## src/include/ipsb_pkg.sv

```systemverilog
`default_nettype none

package ipsb_pkg;

  // ----------------------------------------------------------------
  // Register map and bus answers.
  // ----------------------------------------------------------------
  localparam int ADDR_W = 12;
  localparam logic [ADDR_W-1:0] OFF_PEND_SET_WORD0 = 12'h000;
  localparam logic [ADDR_W-1:0] OFF_PEND_SET_WORD1 = 12'h004;
  localparam logic [ADDR_W-1:0] OFF_PEND_CLR_WORD0 = 12'h008;
  localparam logic [ADDR_W-1:0] OFF_PEND_CLR_WORD1 = 12'h00C;
  localparam logic [1:0] RESP_OKAY = 2'h0;
  localparam logic [1:0] RESP_SLVERR = 2'h2;

  // ----------------------------------------------------------------
  // Implemented pending positions of each word.
  // ----------------------------------------------------------------
  localparam logic [31:0] MASK_WORD0 = 32'h7FFFC0FF;
  localparam logic [31:0] MASK_WORD1 = 32'h0CFFFFEF;
  localparam logic [63:0] MASK_ALL = {MASK_WORD1, MASK_WORD0};

  // ----------------------------------------------------------------
  // State of the bank.
  // ----------------------------------------------------------------
  typedef struct packed {
    logic [63:0] pend;
    logic aw_held;
    logic [ADDR_W-1:0] aw_addr;
    logic w_held;
    logic [31:0] w_data;
    logic [3:0] w_strb;
    logic bvalid;
    logic [1:0] bresp;
    logic rvalid;
    logic [31:0] rdata;
    logic [1:0] rresp;
  } ipsb_state_s;

  localparam ipsb_state_s STATE_RESET = '0;

endpackage : ipsb_pkg

`default_nettype wire

```

## src/hw/ipsb_bank.sv

```systemverilog
// Notes on behaviour
// - Writing one to a set bit makes that interrupt pending.
// - A one does nothing when the interrupt is already pending or disabled.
// - Writing zero to a set bit leaves its pending state alone.
// - Reading a set bit returns the live pending state of that interrupt.
// - Writing one to the matching clear bit clears the pending bit.
// - Word zero holds interrupts 30 to 14 and 7 to 0, one bit each.
//
// The implementer's own choices: the register offsets and the AXI4-Lite slave port.
`default_nettype none

module ipsb_bank
  import ipsb_pkg::*;
(
  // Clock, reset and enable.
  input wire logic aclk,
  input wire logic aresetn,
  input wire logic ce,
  // Write address channel.
  input wire logic awvalid,
  output logic awready,
  input wire logic [ADDR_W-1:0] awaddr,
  input wire logic [2:0] awprot,
  // Write data channel.
  input wire logic wvalid,
  output logic wready,
  input wire logic [31:0] wdata,
  input wire logic [3:0] wstrb,
  // Write response channel.
  output logic bvalid,
  input wire logic bready,
  output logic [1:0] bresp,
  // Read address channel.
  input wire logic arvalid,
  output logic arready,
  input wire logic [ADDR_W-1:0] araddr,
  input wire logic [2:0] arprot,
  // Read data channel.
  output logic rvalid,
  input wire logic rready,
  output logic [31:0] rdata,
  output logic [1:0] rresp,
  // Interrupt side.
  input wire logic [63:0] irq_en,
  input wire logic [63:0] irq_req,
  output logic [63:0] pend_bits
);

  // ----------------------------------------------------------------
  // State and combinational helpers.
  // ----------------------------------------------------------------
  ipsb_state_s s;
  ipsb_state_s next_s;
  logic wr_go;
  logic ar_go;
  logic aw_go;
  logic w_go;
  logic [31:0] lane_mask;
  logic [31:0] wr_bits;
  logic [63:0] set_wr;
  logic [63:0] clr_wr;
  logic [63:0] set_req;
  logic [63:0] clr_req;
  logic [63:0] next_pend;
  logic wr_mapped;
  logic rd_mapped;
  logic [31:0] rd_word;

  // ----------------------------------------------------------------
  // Bus handshakes.
  // ----------------------------------------------------------------
  assign awready = ce && !s.aw_held;
  assign wready = ce && !s.w_held;
  assign arready = ce && !s.rvalid;
  assign bvalid = ce && s.bvalid;
  assign rvalid = ce && s.rvalid;
  assign bresp = s.bresp;
  assign rdata = s.rdata;
  assign rresp = s.rresp;
  assign pend_bits = s.pend;

  assign aw_go = awvalid && awready;
  assign w_go = wvalid && wready;
  assign ar_go = arvalid && arready;
  assign wr_go = ce && s.aw_held && s.w_held && !s.bvalid;

  assign wr_mapped = (s.aw_addr == OFF_PEND_SET_WORD0) || (s.aw_addr == OFF_PEND_SET_WORD1)
    || (s.aw_addr == OFF_PEND_CLR_WORD0) || (s.aw_addr == OFF_PEND_CLR_WORD1);
  assign rd_mapped = (araddr == OFF_PEND_SET_WORD0) || (araddr == OFF_PEND_SET_WORD1)
    || (araddr == OFF_PEND_CLR_WORD0) || (araddr == OFF_PEND_CLR_WORD1);

  // ----------------------------------------------------------------
  // Write decode with byte lanes.
  // ----------------------------------------------------------------
  assign wr_bits = s.w_data & lane_mask;

  always_comb
  begin
    set_wr = '0;
    clr_wr = '0;
    if (wr_go)
    begin
      case (s.aw_addr)
        OFF_PEND_SET_WORD0: set_wr[31:0] = wr_bits & MASK_WORD0;
        OFF_PEND_SET_WORD1: set_wr[63:32] = wr_bits & MASK_WORD1;
        OFF_PEND_CLR_WORD0: clr_wr[31:0] = wr_bits & MASK_WORD0;
        OFF_PEND_CLR_WORD1: clr_wr[63:32] = wr_bits & MASK_WORD1;
        default: set_wr = '0;
      endcase
    end
  end

  assign set_req = (set_wr | (irq_req & MASK_ALL)) & irq_en & ~s.pend;
  assign clr_req = clr_wr;

  // ----------------------------------------------------------------
  // Per-bit pending logic and lane expansion.
  // ----------------------------------------------------------------
  genvar gi;
  generate
    for (gi = 0; gi < 64; gi++)
    begin : g_bit
      // A set in the same cycle as a clear wins only for a bit not yet pending; a pending bit is cleared.
      assign next_pend[gi] = set_req[gi] | (s.pend[gi] & ~clr_req[gi]);
      if (gi < 32)
      begin : g_lane
        assign lane_mask[gi] = s.w_strb[gi / 8];
      end
    end
  endgenerate

  // ----------------------------------------------------------------
  // Read mux.
  // ----------------------------------------------------------------
  always_comb
  begin
    case (araddr)
      OFF_PEND_SET_WORD0: rd_word = s.pend[31:0] & MASK_WORD0;
      OFF_PEND_CLR_WORD0: rd_word = s.pend[31:0] & MASK_WORD0;
      OFF_PEND_SET_WORD1: rd_word = s.pend[63:32] & MASK_WORD1;
      OFF_PEND_CLR_WORD1: rd_word = s.pend[63:32] & MASK_WORD1;
      default: rd_word = 32'h00000000;
    endcase
  end

  // ----------------------------------------------------------------
  // Next state.
  // ----------------------------------------------------------------
  always_comb
  begin
    next_s = s;
    next_s.pend = next_pend & MASK_ALL;
    if (aw_go)
    begin
      next_s.aw_held = 1'b1;
      next_s.aw_addr = awaddr;
    end
    if (w_go)
    begin
      next_s.w_held = 1'b1;
      next_s.w_data = wdata;
      next_s.w_strb = wstrb;
    end
    if (bvalid && bready)
    begin
      next_s.bvalid = 1'b0;
    end
    if (wr_go)
    begin
      next_s.aw_held = 1'b0;
      next_s.w_held = 1'b0;
      next_s.bvalid = 1'b1;
      next_s.bresp = wr_mapped ? RESP_OKAY : RESP_SLVERR;
    end
    if (rvalid && rready)
    begin
      next_s.rvalid = 1'b0;
    end
    if (ar_go)
    begin
      next_s.rvalid = 1'b1;
      next_s.rdata = rd_word;
      next_s.rresp = rd_mapped ? RESP_OKAY : RESP_SLVERR;
    end
  end

  always_ff @(posedge aclk)
  begin
    if (!aresetn)
    begin
      s <= STATE_RESET;
    end
    else if (ce)
    begin
      s <= next_s;
    end
  end
endmodule : ipsb_bank

`default_nettype wire

```

## config.mk

```make
export PLATFORM = sky130hd
export DESIGN_NAME = ipsb_bank
export DESIGN_NICKNAME = d
export VERILOG_FILES = /design/src/include/ipsb_pkg.sv /design/src/hw/ipsb_bank.sv
export SDC_FILE = /design/constraint.sdc
export NUM_CORES = 1
export LEC_CHECK = 0
export ABC_AREA = 1
export BUFFER_PORTS_ARGS = -buffer_cell sky130_fd_sc_hd__buf_4
export CORE_ASPECT_RATIO = 1.1
export CORE_MARGIN = 3
export CORE_UTILIZATION = 45
export DETAILED_ROUTE_END_ITERATION = 6
export GPL_ROUTABILITY_DRIVEN = 0
export PLACE_DENSITY = 0.75
export SLEW_MARGIN = 20
export SYNTH_ARGS = -nofsm -noshare
export SYNTH_HDL_FRONTEND = slang
export SYNTH_SLANG_ARGS = --single-unit
```

## constraint.sdc

```tcl
create_clock -name aclk -period 1.78 [get_ports aclk]
set_input_delay 0.267 -clock aclk [delete_from_list [all_inputs] [get_ports aclk]]
set_output_delay 0.267 -clock aclk [all_outputs]
set_load 0.05 [all_outputs]
```

==> reports/qor.txt, run 1 <==
=====================================================================================
Most instantiated flip-flop cell in the synthesis netlist                     dfxtp_1
Setup repair after global routing missed its margin                                no
Worst path buffer plus inverter count                                               3
Number of antenna violations at the first check in global routing                   0
Vias in the first global route                                                   6765
Hold crit path type                                                      input pin to flop
Shortest period the worst path allows                                        1.619 ns
Remaining routing DRC violations                                                    0
Post-CTS resize count                                                               0
Clock root buffer master                                                    clkbuf_16
Starting density of the core                                                   46.96%
Max Slew Vio Count                                                                  0
Count of warnings emitted by yosys                                                  0
Total routed wirelength                                                      22640 µm
Top library cells by usage in the layout, fill and taps aside            270 x buf_4, 244 x nand2_1, 134 x dfxtp_1
Area enclosed by the die boundary                                           18330 µm²
Post-DR vias/cell                                                               4.982
Largest delay contributor family on the critical path                      flip-flops
DPL Wire Length                                                              16840 µm
Share of flip-flops with an asynchronous set or reset after synthesis              0%
Worst path required time                                                      2.06 ns
Switching share of total power                                                 26.50%
Critical path's largest stage delay                                           0.43 ns
Clk sinks                                                                         134
Die H                                                                        141.7 µm
Count of H-tree levels built during CTS                                             4
Hold Vio Cnt, Final                                                                 0
Number of enable-type register cells in the synthesized netlist                     0
Slowest cell on crit path                                                     dfxtp_1
Length of the first detailed-routing pass in iterations                             5
Internal power consumption                                                   6.330 mW
TritonCTS Buffers                                                                  17
Clock network fraction of total power                                           45.3%
Post-CTS Hold Fix Bufs                                                              0
Post-CTS setup-driven buffer insertion count                                        0
Peak clock frequency supported by timing                                   0.6176 GHz
Final worst path period share                                                  90.97%
Most frequent standard cell in the layout excluding fill and tap cells          buf_4
Power after layout                                                           8.613 mW
Post-synthesis average cell area                                            6.834 µm²
Largest net degree at the start of global routing                                  85
Per-cell routed wire length                                                  15.43 µm
WS Path Type                                                             flop to flop
GR Util All Layers                                                             23.91%
Number of setup violations in the final report                                      0
Overflow after GRT                                                                  0
Count of maximum capacitance violations                                             0
Most frequent cell on the critical path                                        nor2_4
Combinational Power Share                                                       16.5%
Wire length of the first global-routing pass                                 34700 µm
Netlist cell types                                                                 25
Final worst clock skew                                                    0.007112 ns
Register share of total power                                                   38.2%
Area added between synthesis and finish                                        27.55%
Clk Latency, worst-skew pair                                                  0.41 ns
Number of buffers between clock root and the deepest sink                           2
Post-Route Setup TNS                                                             0 ns
Worst Path Max Fanout                                                              17
Die width                                                                    129.3 µm
Share of post-route cells with drive strength above 1                          27.55%
Critical path, cell by cell                                              inv_2 -> nor2_4 -> nand2_4 -> buf_12 -> nor2_4 -> inv_1 -> o21ai_0 -> a21oi_1
Total via count in the routed design                                             7309
Number of flip-flops and latches in the synthesized netlist                       134
Worst Setup End Kind                                                             flop
Placeable core region                                                       16040 µm²
Run status                                                                  completed
Row Count                                                                          48
Count of nets left with antenna violations after detail routing                     0
Number of input and output port buffers inserted                                  253
VDD IR max                                                                0.0006837 V
Data arrival time at the worst-slack endpoint                                 1.90 ns
Initial drt markers                                                               446
CTS tree                                                                          yes
N_diodes                                                                            0
Sequential cell area fraction in the yosys report                              35.62%
Switch Pwr                                                                   2.283 mW
Ratio of total power to cell area                                        896.6 nW/µm²
Boundary Pins                                                                     307
Syn Inst Count                                                                   1102
Final-stage net count                                                            1456
Worst-path clk slew                                                           0.05 ns
Leakage                                                                      4.285 nW
Worst Setup Start Kind                                                           flop
Post-Syn Area                                                                7531 µm²
=====================================================================================
==> cells in the mapped netlist, drive strengths merged (2+ instances only) <==
| master | n | area [µm²] |
|---|---|---|
| nor3b | 50 | 375.4 |
| inv | 84 | 315.3 |
| dfxtp | 134 | 2683 |
| nand2 | 248 | 945.9 |
| buf | 137 | 973.4 |
| nor3 | 2 | 32.53 |
| o21ai | 87 | 435.4 |
| nand3 | 100 | 500.5 |
| nor2 | 144 | 715.7 |
| a21oi | 90 | 450.4 |
| clkbuf | 23 | 88.84 |
==> power groups by stage <==
stage	Combinational, mW	Clock, mW	Sequential [mW]
2_1_floorplan	0.996	0	3.28
3_3_place_gp	1.40	0	3.35
3_5_place_dp	1.41	0	3.35
4_1_cts	1.42	3.95	3.29
5_1_grt	1.53	4.09	3.30
6_report	1.42	3.90	3.29
==> worst paths after layout <==
check                  from             to  slack (ns)  cells past startpoint
setup / recovery      s[74]  pend_bits[48]        0.16                      8
hold / removal    awaddr[8]          s[83]        0.07                      3
setup reg to reg      s[74]  pend_bits[48]        0.16                      8
hold reg to reg       s[75]          s[75]        0.45                      2
==> cells by family after synthesis <==
logic type	count (synthesis)	synth area share, %
simple gates	544	34.13
buf+inv	245	18.34
compound gates	178	11.86
flops	134	35.62
other cells	1	0.04979
==> sequential cells by signal, indices dropped and copies added, names as in the netlist <==
register,count
rdata,31
s,47
bresp,1
pend_bits,50
rresp,1
lane_mask,4
==> metrics by stage <==
step	worst slack [ns]	util, %	cell area (µm²)	instances	hold WS (ns)
4_1_cts	0.1739	59.90	9605	1467	0.06188
3_3_place_gp	0.2121	55.79	8946	1435	0.4407
5_1_grt	0.02419	59.90	9605	1467	0.06398
6_report	0.1607	59.90	9605	1467	0.07490
2_1_floorplan	0.1864	-	7591	1118	0.4019
3_5_place_dp	0.1664	55.79	8946	1435	0.4447
==> layer usage <==
metal | global-route usage (%) | wire length [µm] | vias to the layer above
li1 | - | - | 3720
met1 | 32.68 | 10020 | 3270
met2 | 37.47 | 10390 | 279
met3 | 4.405 | 1621 | 40
met4 | 9.066 | 606 | 0
met5 | 0 | 0 | -
==> layout make-up <==
class	instances	area, µm²
fillers	1541	6430
well taps	200	250.2
clock buffers	24	491.7
clock inverters	8	167.7
repair buffers	277	2167
inverters	85	319.1
flip-flops and latches	134	2683
multi-input cells	739	3527
==> worst min-delay path, cell delays in order <==
cell and delay [ns]:
buf_4 0.08, nor2_1 0.03, nor2_1 0.08
Power figures use the tool's default switching activity.
==> run 2, diff against run 1 <==
--- a/config.mk
+++ b/config.mk
@@ -6,13 +6,12 @@
 export NUM_CORES = 1
 export LEC_CHECK = 0
 export ABC_AREA = 1
-export BUFFER_PORTS_ARGS = -buffer_cell sky130_fd_sc_hd__buf_4
 export CORE_ASPECT_RATIO = 1.1
 export CORE_MARGIN = 3
 export CORE_UTILIZATION = 45
 export DETAILED_ROUTE_END_ITERATION = 6
+export DONT_BUFFER_PORTS = 1
 export GPL_ROUTABILITY_DRIVEN = 0
-export PLACE_DENSITY = 0.75
 export SLEW_MARGIN = 20
 export SYNTH_ARGS = -nofsm -noshare
 export SYNTH_HDL_FRONTEND = slang
==> constraint.sdc (replaced) <==
create_clock -name aclk -period 1.5 [get_ports aclk]
set_input_delay 0.225 -clock aclk [delete_from_list [all_inputs] [get_ports aclk]]
set_output_delay 0.225 -clock aclk [all_outputs]
set_load 0.05 [all_outputs]
==> run 2 against run 1 <==
Clock skew barely moved; clock power rose by 17%; design area fell by 6.9%; largest power group unchanged; largest cell class unchanged; critical endpoint is now pend_bits[59].
==> reports/qor.txt, run 2 (same netlist as run 1, synthesis figures left out) <==
=====================================================================================
Largest net degree at the start of global routing                                  50   -41%
Register share of total power                                                   38.6%   +0.4 points
Worst Setup Start Kind                                                           flop
Most heavily used metal layer in global routing                                  met2
Number of buffers between clock root and the deepest sink                           2   unchanged
Met2 GRT Util                                                                  36.16%   -1.3 points
Remaining routing DRC violations                                                    0   unchanged
Switching share of total power                                                 27.65%   +1.1 points
Area added between synthesis and finish                                        18.74%
Hold crit path type                                                      input pin to flop
Per-cell routed wire length                                                  16.78 µm   +8.7%
Total placed instance area                                                   7717 µm²   -14%
Setup slack after placement                                                0.04852 ns   -0.1179 ns
Ratio of total power to cell area                                         1124 nW/µm²   +25%
Clk Latency, worst-skew pair                                                  0.42 ns   about the same
Number of flip-flops in the largest register                                       50   unchanged
Final worst clock skew                                                    0.007017 ns   -0.00009503 ns
WS Path Type                                                             flop to flop
Die H                                                                        141.7 µm   unchanged
Count of maximum capacitance violations                                             0   unchanged
Post-DR vias/cell                                                               5.087   +2.1%
Area enclosed by the die boundary                                           18330 µm²   unchanged
Overflow after GRT                                                                  0   unchanged
CTS tree                                                                          yes
GR Util All Layers                                                             24.06%   +0.15 points
Number of setup violations in the final report                                      0   unchanged
Starting density of the core                                                   46.96%   unchanged
Top library cells by usage in the layout, fill and taps aside            243 x nand2_1, 133 x dfxtp_1, 112 x nor2_1
Combinational Power Share                                                       15.8%   -0.7 points
Max Slew Vio Count                                                                  0   unchanged
Worst Path Max Fanout                                                              20   +3
Placeable core region                                                       16040 µm²   unchanged
Most frequent standard cell in the layout excluding fill and tap cells        nand2_1
Data arrival time at the worst-slack endpoint                                 1.73 ns   -0.17 ns
Setup WS post-layout                                                       0.06894 ns   -0.09177 ns
Clock network fraction of total power                                           45.5%   +0.2 points
Final-layout worst hold slack                                              0.02251 ns   -0.05239 ns
Clk sinks                                                                         134   unchanged
TritonCTS Buffers                                                                  17   unchanged
VDD IR max                                                                0.0007619 V   +11%
Run status                                                                  completed
Worst path required time                                                      1.80 ns   -0.26 ns
Number of antenna violations at the first check in global routing                   2   +2
GRT met3 Usage                                                                 5.120%   +0.72 points
Final-stage net count                                                            1340   -8.0%
Length of the first detailed-routing pass in iterations                             5   unchanged
Min-Delay Path Depth                                                                2   -1
Power after layout                                                           10.05 mW   +17%
Post-Layout Inst Area                                                        8942 µm²   -6.9%
Row Count                                                                          48   unchanged
Worst Setup End Kind                                                             flop
Shortest period the worst path allows                                        1.431 ns   -0.1882 ns
Slew headroom                                                                  64.79%
Die width                                                                    129.3 µm   unchanged
Share of post-route cells with drive strength above 1                          16.68%   -11 points
Switch Pwr                                                                   2.779 mW   +22%
Number of cells on the worst reg-to-reg path                                        8   unchanged
Slew @ Worst Pin                                                            0.5274 ns
Worst-path clk slew                                                           0.06 ns   about the same
Vias in the first global route                                                   6089   -10%
Number of input and output port buffers inserted                                    0   -100%
Total routed wirelength                                                      22710 µm   +0.30%
Internal power consumption                                                   7.273 mW   +15%
DPL Wire Length                                                              16360 µm   -2.8%
Count of nets left with antenna violations after detail routing                     0   unchanged
Peak clock frequency supported by timing                                   0.6988 GHz   +13%
Final worst path period share                                                  95.40%   +4.4 points
Global routing usage on met1                                                   34.76%   +2.1 points
Hold Vio Cnt, Final                                                                 0   unchanged
Wire length of the first global-routing pass                                 34340 µm   -1.0%
Total via count in the routed design                                             6883   -5.8%
Initial drt markers                                                               429   -3.8%
Leakage                                                                      3.710 nW   -13%
Boundary Pins                                                                     307   unchanged
Clock root buffer master                                                    clkbuf_16
Count of H-tree levels built during CTS                                             4   unchanged
=====================================================================================
==> run 2: cell types whose count changed in the layout (fill, tap and decap cells not counted), sizes merged <==
cell	before	now
buf	277	112
clkbuf	24	20
clkinv	3	8
clkinvlp	1	2
diode	0	2
dlygate4sd3	0	48
inv	84	83
==> run 2: final timing paths <==
check	start	slack [ns]	end
max	s[81]	0.07	pend_bits[59]
min	awaddr[1]	0.02	s[76]
max reg2reg	s[81]	0.07	pend_bits[59]
min reg2reg	s[76]	0.46	s[76]
==> run 2: area by class of cell <==
class | count | area [µm²]
Clock inverter | 13 | 203.9
Antenna cell | 2 | 5.005
Clock buffer | 19 | 442.9
Timing Repair Buffer | 161 | 1499
Sequential cell | 134 | 2684
Multi-Input combinational cell | 739 | 3535
Tap cell | 200 | 250.2
Inverter | 85 | 322.8
Fill cell | 1599 | 7093
==> run 2: repair_timing <==
item,4_1_cts,5_1_grt
cloned,0,1
endpoints found under the hold margin,52,0
buffers inserted,0,1
gates resized for setup,1,13
setup endpoints to repair,1,50
hold buffers,49,0
pin swaps,0,1
==> run 2: power groups by stage <==
stage          combinational, mW  sequential (mW)  clock (mW)
2_1_floorplan               1.18             3.89           0
4_1_cts                     1.52             3.88        4.66
5_1_grt                     1.71             3.91        4.82
3_3_place_gp                1.37             3.95           0
6_report                    1.59             3.89        4.58
3_5_place_dp                1.38             3.96           0
==> run 2: metrics by stage <==
| step | utilization, % | std cells | setup TNS (ns) |
|---|---|---|---|
| 2_1_floorplan | - | 1118 | -0.01910 |
| 3_3_place_gp | 48.13 | 1268 | 0 |
| 3_5_place_dp | 48.13 | 1268 | 0 |
| 4_1_cts | 55.31 | 1349 | 0 |
| 5_1_grt | 55.77 | 1353 | -0.001194 |
| 6_report | 55.77 | 1353 | 0 |
==> run 2: worst max-delay path, stage by stage (launching register included) <==
cell     delay, ns
dfxtp_1       0.31
nor2_1        0.14
nand2_1       0.10
nor2_4        0.13
buf_12        0.14
nand2_2       0.07
buf_12        0.16
o21ai_0       0.16
a21oi_1       0.09
==> run 2: layer usage <==
metal	vias up	routed length, µm
li1	3491	-
met1	3109	10210
met2	264	10470
met3	19	1748
met4	0	278
met5	-	0
==> run 3, diff against run 2 <==
==> constraint.sdc (replaced) <==
create_clock -name aclk -period 1.6 [get_ports aclk]
set_input_delay 0.24 -clock aclk [delete_from_list [all_inputs] [get_ports aclk]]
set_output_delay 0.24 -clock aclk [all_outputs]
set_load 0.05 [all_outputs]
==> run 3 against run 2 <==
Via count decreased by 1.7%; count of clock-buffer cells in the layout increased by 1; die area unchanged; combinational power decreased by 9%; utilization decreased by 0.69 points; first-iteration DRC count decreased by 8.2%; register-to-register slack improved by 0.07 ns; power decreased by 2.9%; clock skew increased by 0.0011 ns.
==> reports/qor.txt, run 3 (same netlist as run 1, synthesis figures left out) <==
=====================================================================================
DPL Wire Length                                                              16080 µm   -1.7%
Final-layout worst hold slack                                              0.03206 ns   +0.009554 ns
Launching point of the worst reg2reg path                                       s[81]
Number of cells on the worst reg-to-reg path                                        7   -1
HP Start                                                                           ce
Number of setup violations in the final report                                      0   unchanged
Worst Setup End Kind                                                     primary output
Length of the first detailed-routing pass in iterations                             5   unchanged
Hold Vio Cnt, Final                                                                 0   unchanged
Worst-path clk slew                                                           0.05 ns   about the same
Number of input and output port buffers inserted                                    0   unchanged
Clock root buffer master                                                    clkbuf_16
Switch Pwr                                                                   2.567 mW   -7.6%
Area added between synthesis and finish                                        17.28%
Setup repair after global routing missed its margin                               yes
Total routed wirelength                                                      22330 µm   -1.6%
Final core utilization                                                         55.08%   -0.69 points
Register share of total power                                                   37.4%   -1.2 points
Area enclosed by the die boundary                                           18330 µm²   unchanged
Data arrival time at the worst-slack endpoint                                 1.26 ns   -0.47 ns
Final-stage net count                                                            1325   -1.1%
Boundary Pins                                                                     307   unchanged
GRT met3 Usage                                                                 5.535%   +0.41 points
Leakage                                                                      3.661 nW   -1.3%
Number of antenna violations at the first check in global routing                   3   +1
Hold crit path type                                                      input pin to flop
Worst Setup Start Kind                                                           flop
Most heavily used metal layer in global routing                                  met2
Count of maximum capacitance violations                                             0   unchanged
Number of buffers between clock root and the deepest sink                           2   unchanged
Met2 GRT Util                                                                  35.40%   -0.76 points
Per-cell routed wire length                                                  16.67 µm   -0.68%
Vias in the first global route                                                   6183   +1.5%
WS Path Type                                                             flop to primary output
Clk Latency, worst-skew pair                                                  0.41 ns   about the same
Die width                                                                    129.3 µm   unchanged
Row Count                                                                          48   unchanged
Internal power consumption                                                   7.197 mW   -1.1%
Worst Path Max Fanout                                                               4   -80%
Largest delay contributor family on the critical path                      flip-flops
Most frequent standard cell in the layout excluding fill and tap cells        nand2_1
Peak clock frequency supported by timing                                   0.6663 GHz
Worst path required time                                                      1.36 ns   -0.44 ns
Overflow after GRT                                                                  0   unchanged
CTS tree                                                                          yes
Global routing usage on met1                                                   33.58%   -1.2 points
Combinational Power Share                                                       14.8%   -1.0 points
Critical path, cell by cell                                              nand2_1 -> inv_1
GR Util All Layers                                                             23.55%   -0.50 points
Remaining routing DRC violations                                                    0   unchanged
Final worst clock skew                                                    0.008099 ns   +0.001082 ns
Die H                                                                        141.7 µm   unchanged
Initial drt markers                                                               394   -8.2%
VDD IR max                                                                0.0007099 V   -6.8%
Run status                                                                  completed
Share of post-route cells with drive strength above 1                          15.49%   -1.2 points
Top library cells by usage in the layout, fill and taps aside            244 x nand2_1, 133 x dfxtp_1, 114 x nor2_1
Max Slew Vio Count                                                                  0   unchanged
Starting density of the core                                                   46.96%   unchanged
Wire length of the first global-routing pass                                 33610 µm   -2.1%
Slew headroom                                                                  64.03%   -0.76 points
Post-DR vias/cell                                                               5.051   -0.72%
Min-Delay Path Depth                                                                3   +1
Largest net degree at the start of global routing                                  53   +6.0%
Count of H-tree levels built during CTS                                             4   unchanged
Clock network fraction of total power                                           47.9%   +2.4 points
TritonCTS Buffers                                                                  17   unchanged
Final worst path period share                                                  93.80%
Setup slack of the most critical reg-to-reg path                              0.14 ns   +0.07 ns
Switching share of total power                                                 26.29%   -1.4 points
Ratio of total power to cell area                                         1105 nW/µm²   -1.7%
Count of nets left with antenna violations after detail routing                     0   unchanged
Clk sinks                                                                         134   unchanged
Slowest cell on crit path                                                     dfxtp_1
Total via count in the routed design                                             6768   -1.7%
Shortest period the worst path allows                                        1.501 ns
End of the worst register-to-register path                               pend_bits[2]
Worst min-delay path endpoint                                                   s[37]
Number of flip-flops in the largest register                                       50   unchanged
Slew @ Worst Pin                                                            0.5388 ns   +0.01140 ns
Worst path buffer plus inverter count                                               1   -1
Placeable core region                                                       16040 µm²   unchanged
Critical path's largest stage delay                                           0.42 ns   +0.11 ns
=====================================================================================
==> run 3: layer usage <==
layer  wire [µm]  vias to the layer above
met5           0                        -
met4         339                        0
met3        1750                       20
met2       10100                      268
met1       10150                     3009
li1            -                     3471
==> run 3: worst max-delay path by stage <==
stage,end,slack (ns),depth (start not counted),from
3_5_place_dp,pend_bits[3],0.01,6,s[81]
3_3_place_gp,pend_bits[7],0.07,6,s[83]
4_1_cts,pend_bits[2],0.01,6,s[81]
5_1_grt,pend_bits[2],-0.008,7,s[81]
6_report,bvalid,0.1,2,s[37]
2_1_floorplan,awready,0.06,4,ce
==> run 3: area by class of cell <==
type	instances	area, µm²
Antenna cell	4	10.01
Clock buffer	20	466.7
Clock inverter	12	246.5
Tap cell	200	250.2
Timing Repair Buffer	146	1324
Fill cell	1589	7203
Multi-Input combinational cell	739	3532
Sequential cell	134	2684
Inverter	85	319.1
==> run 3: per-stage QoR <==
stage / instance area, µm² / total power, mW / setup TNS, ns / setup WS, ns / instances
final: 8832 / 9.764 / 0 / 0.09928 / 1340
after global routing: 8830 / 10.14 / -0.01447 / -0.007559 / 1339
after CTS: 8761 / 9.784 / 0 / 0.01087 / 1332
after detailed placement: 7567 / 4.982 / 0 / 0.009604 / 1253
after global placement: 7567 / 4.971 / 0 / 0.07187 / 1253
after floorplan: 7591 / 4.759 / 0 / 0.06045 / 1118
==> run 3: worst register-to-register path, stage by stage (launching register included) <==
cell     delay, ns
dfxtp_1       0.30
nor2_1        0.13
nand2_1       0.10
nor2_4        0.19
buf_4         0.15
nand2_4       0.15
o21ai_0       0.21
a21oi_1       0.09
==> run 3: repair_timing <==
item	4_1_cts	5_1_grt
hold buffers	47	0
buffers inserted	0	3
resized for setup	0	4
setup endpoints to repair	0	31
endpoints found under the hold margin	51	0
==> run 3: power by group through the flow <==
stage               sequential [mW]  clock, mW  combinational, mW
global route                   3.67       4.91               1.56
floorplan                      3.65          0               1.11
CTS                            3.64       4.76               1.38
finish                         3.65       4.67               1.44
detailed placement             3.72          0               1.27
global placement               3.71          0               1.26
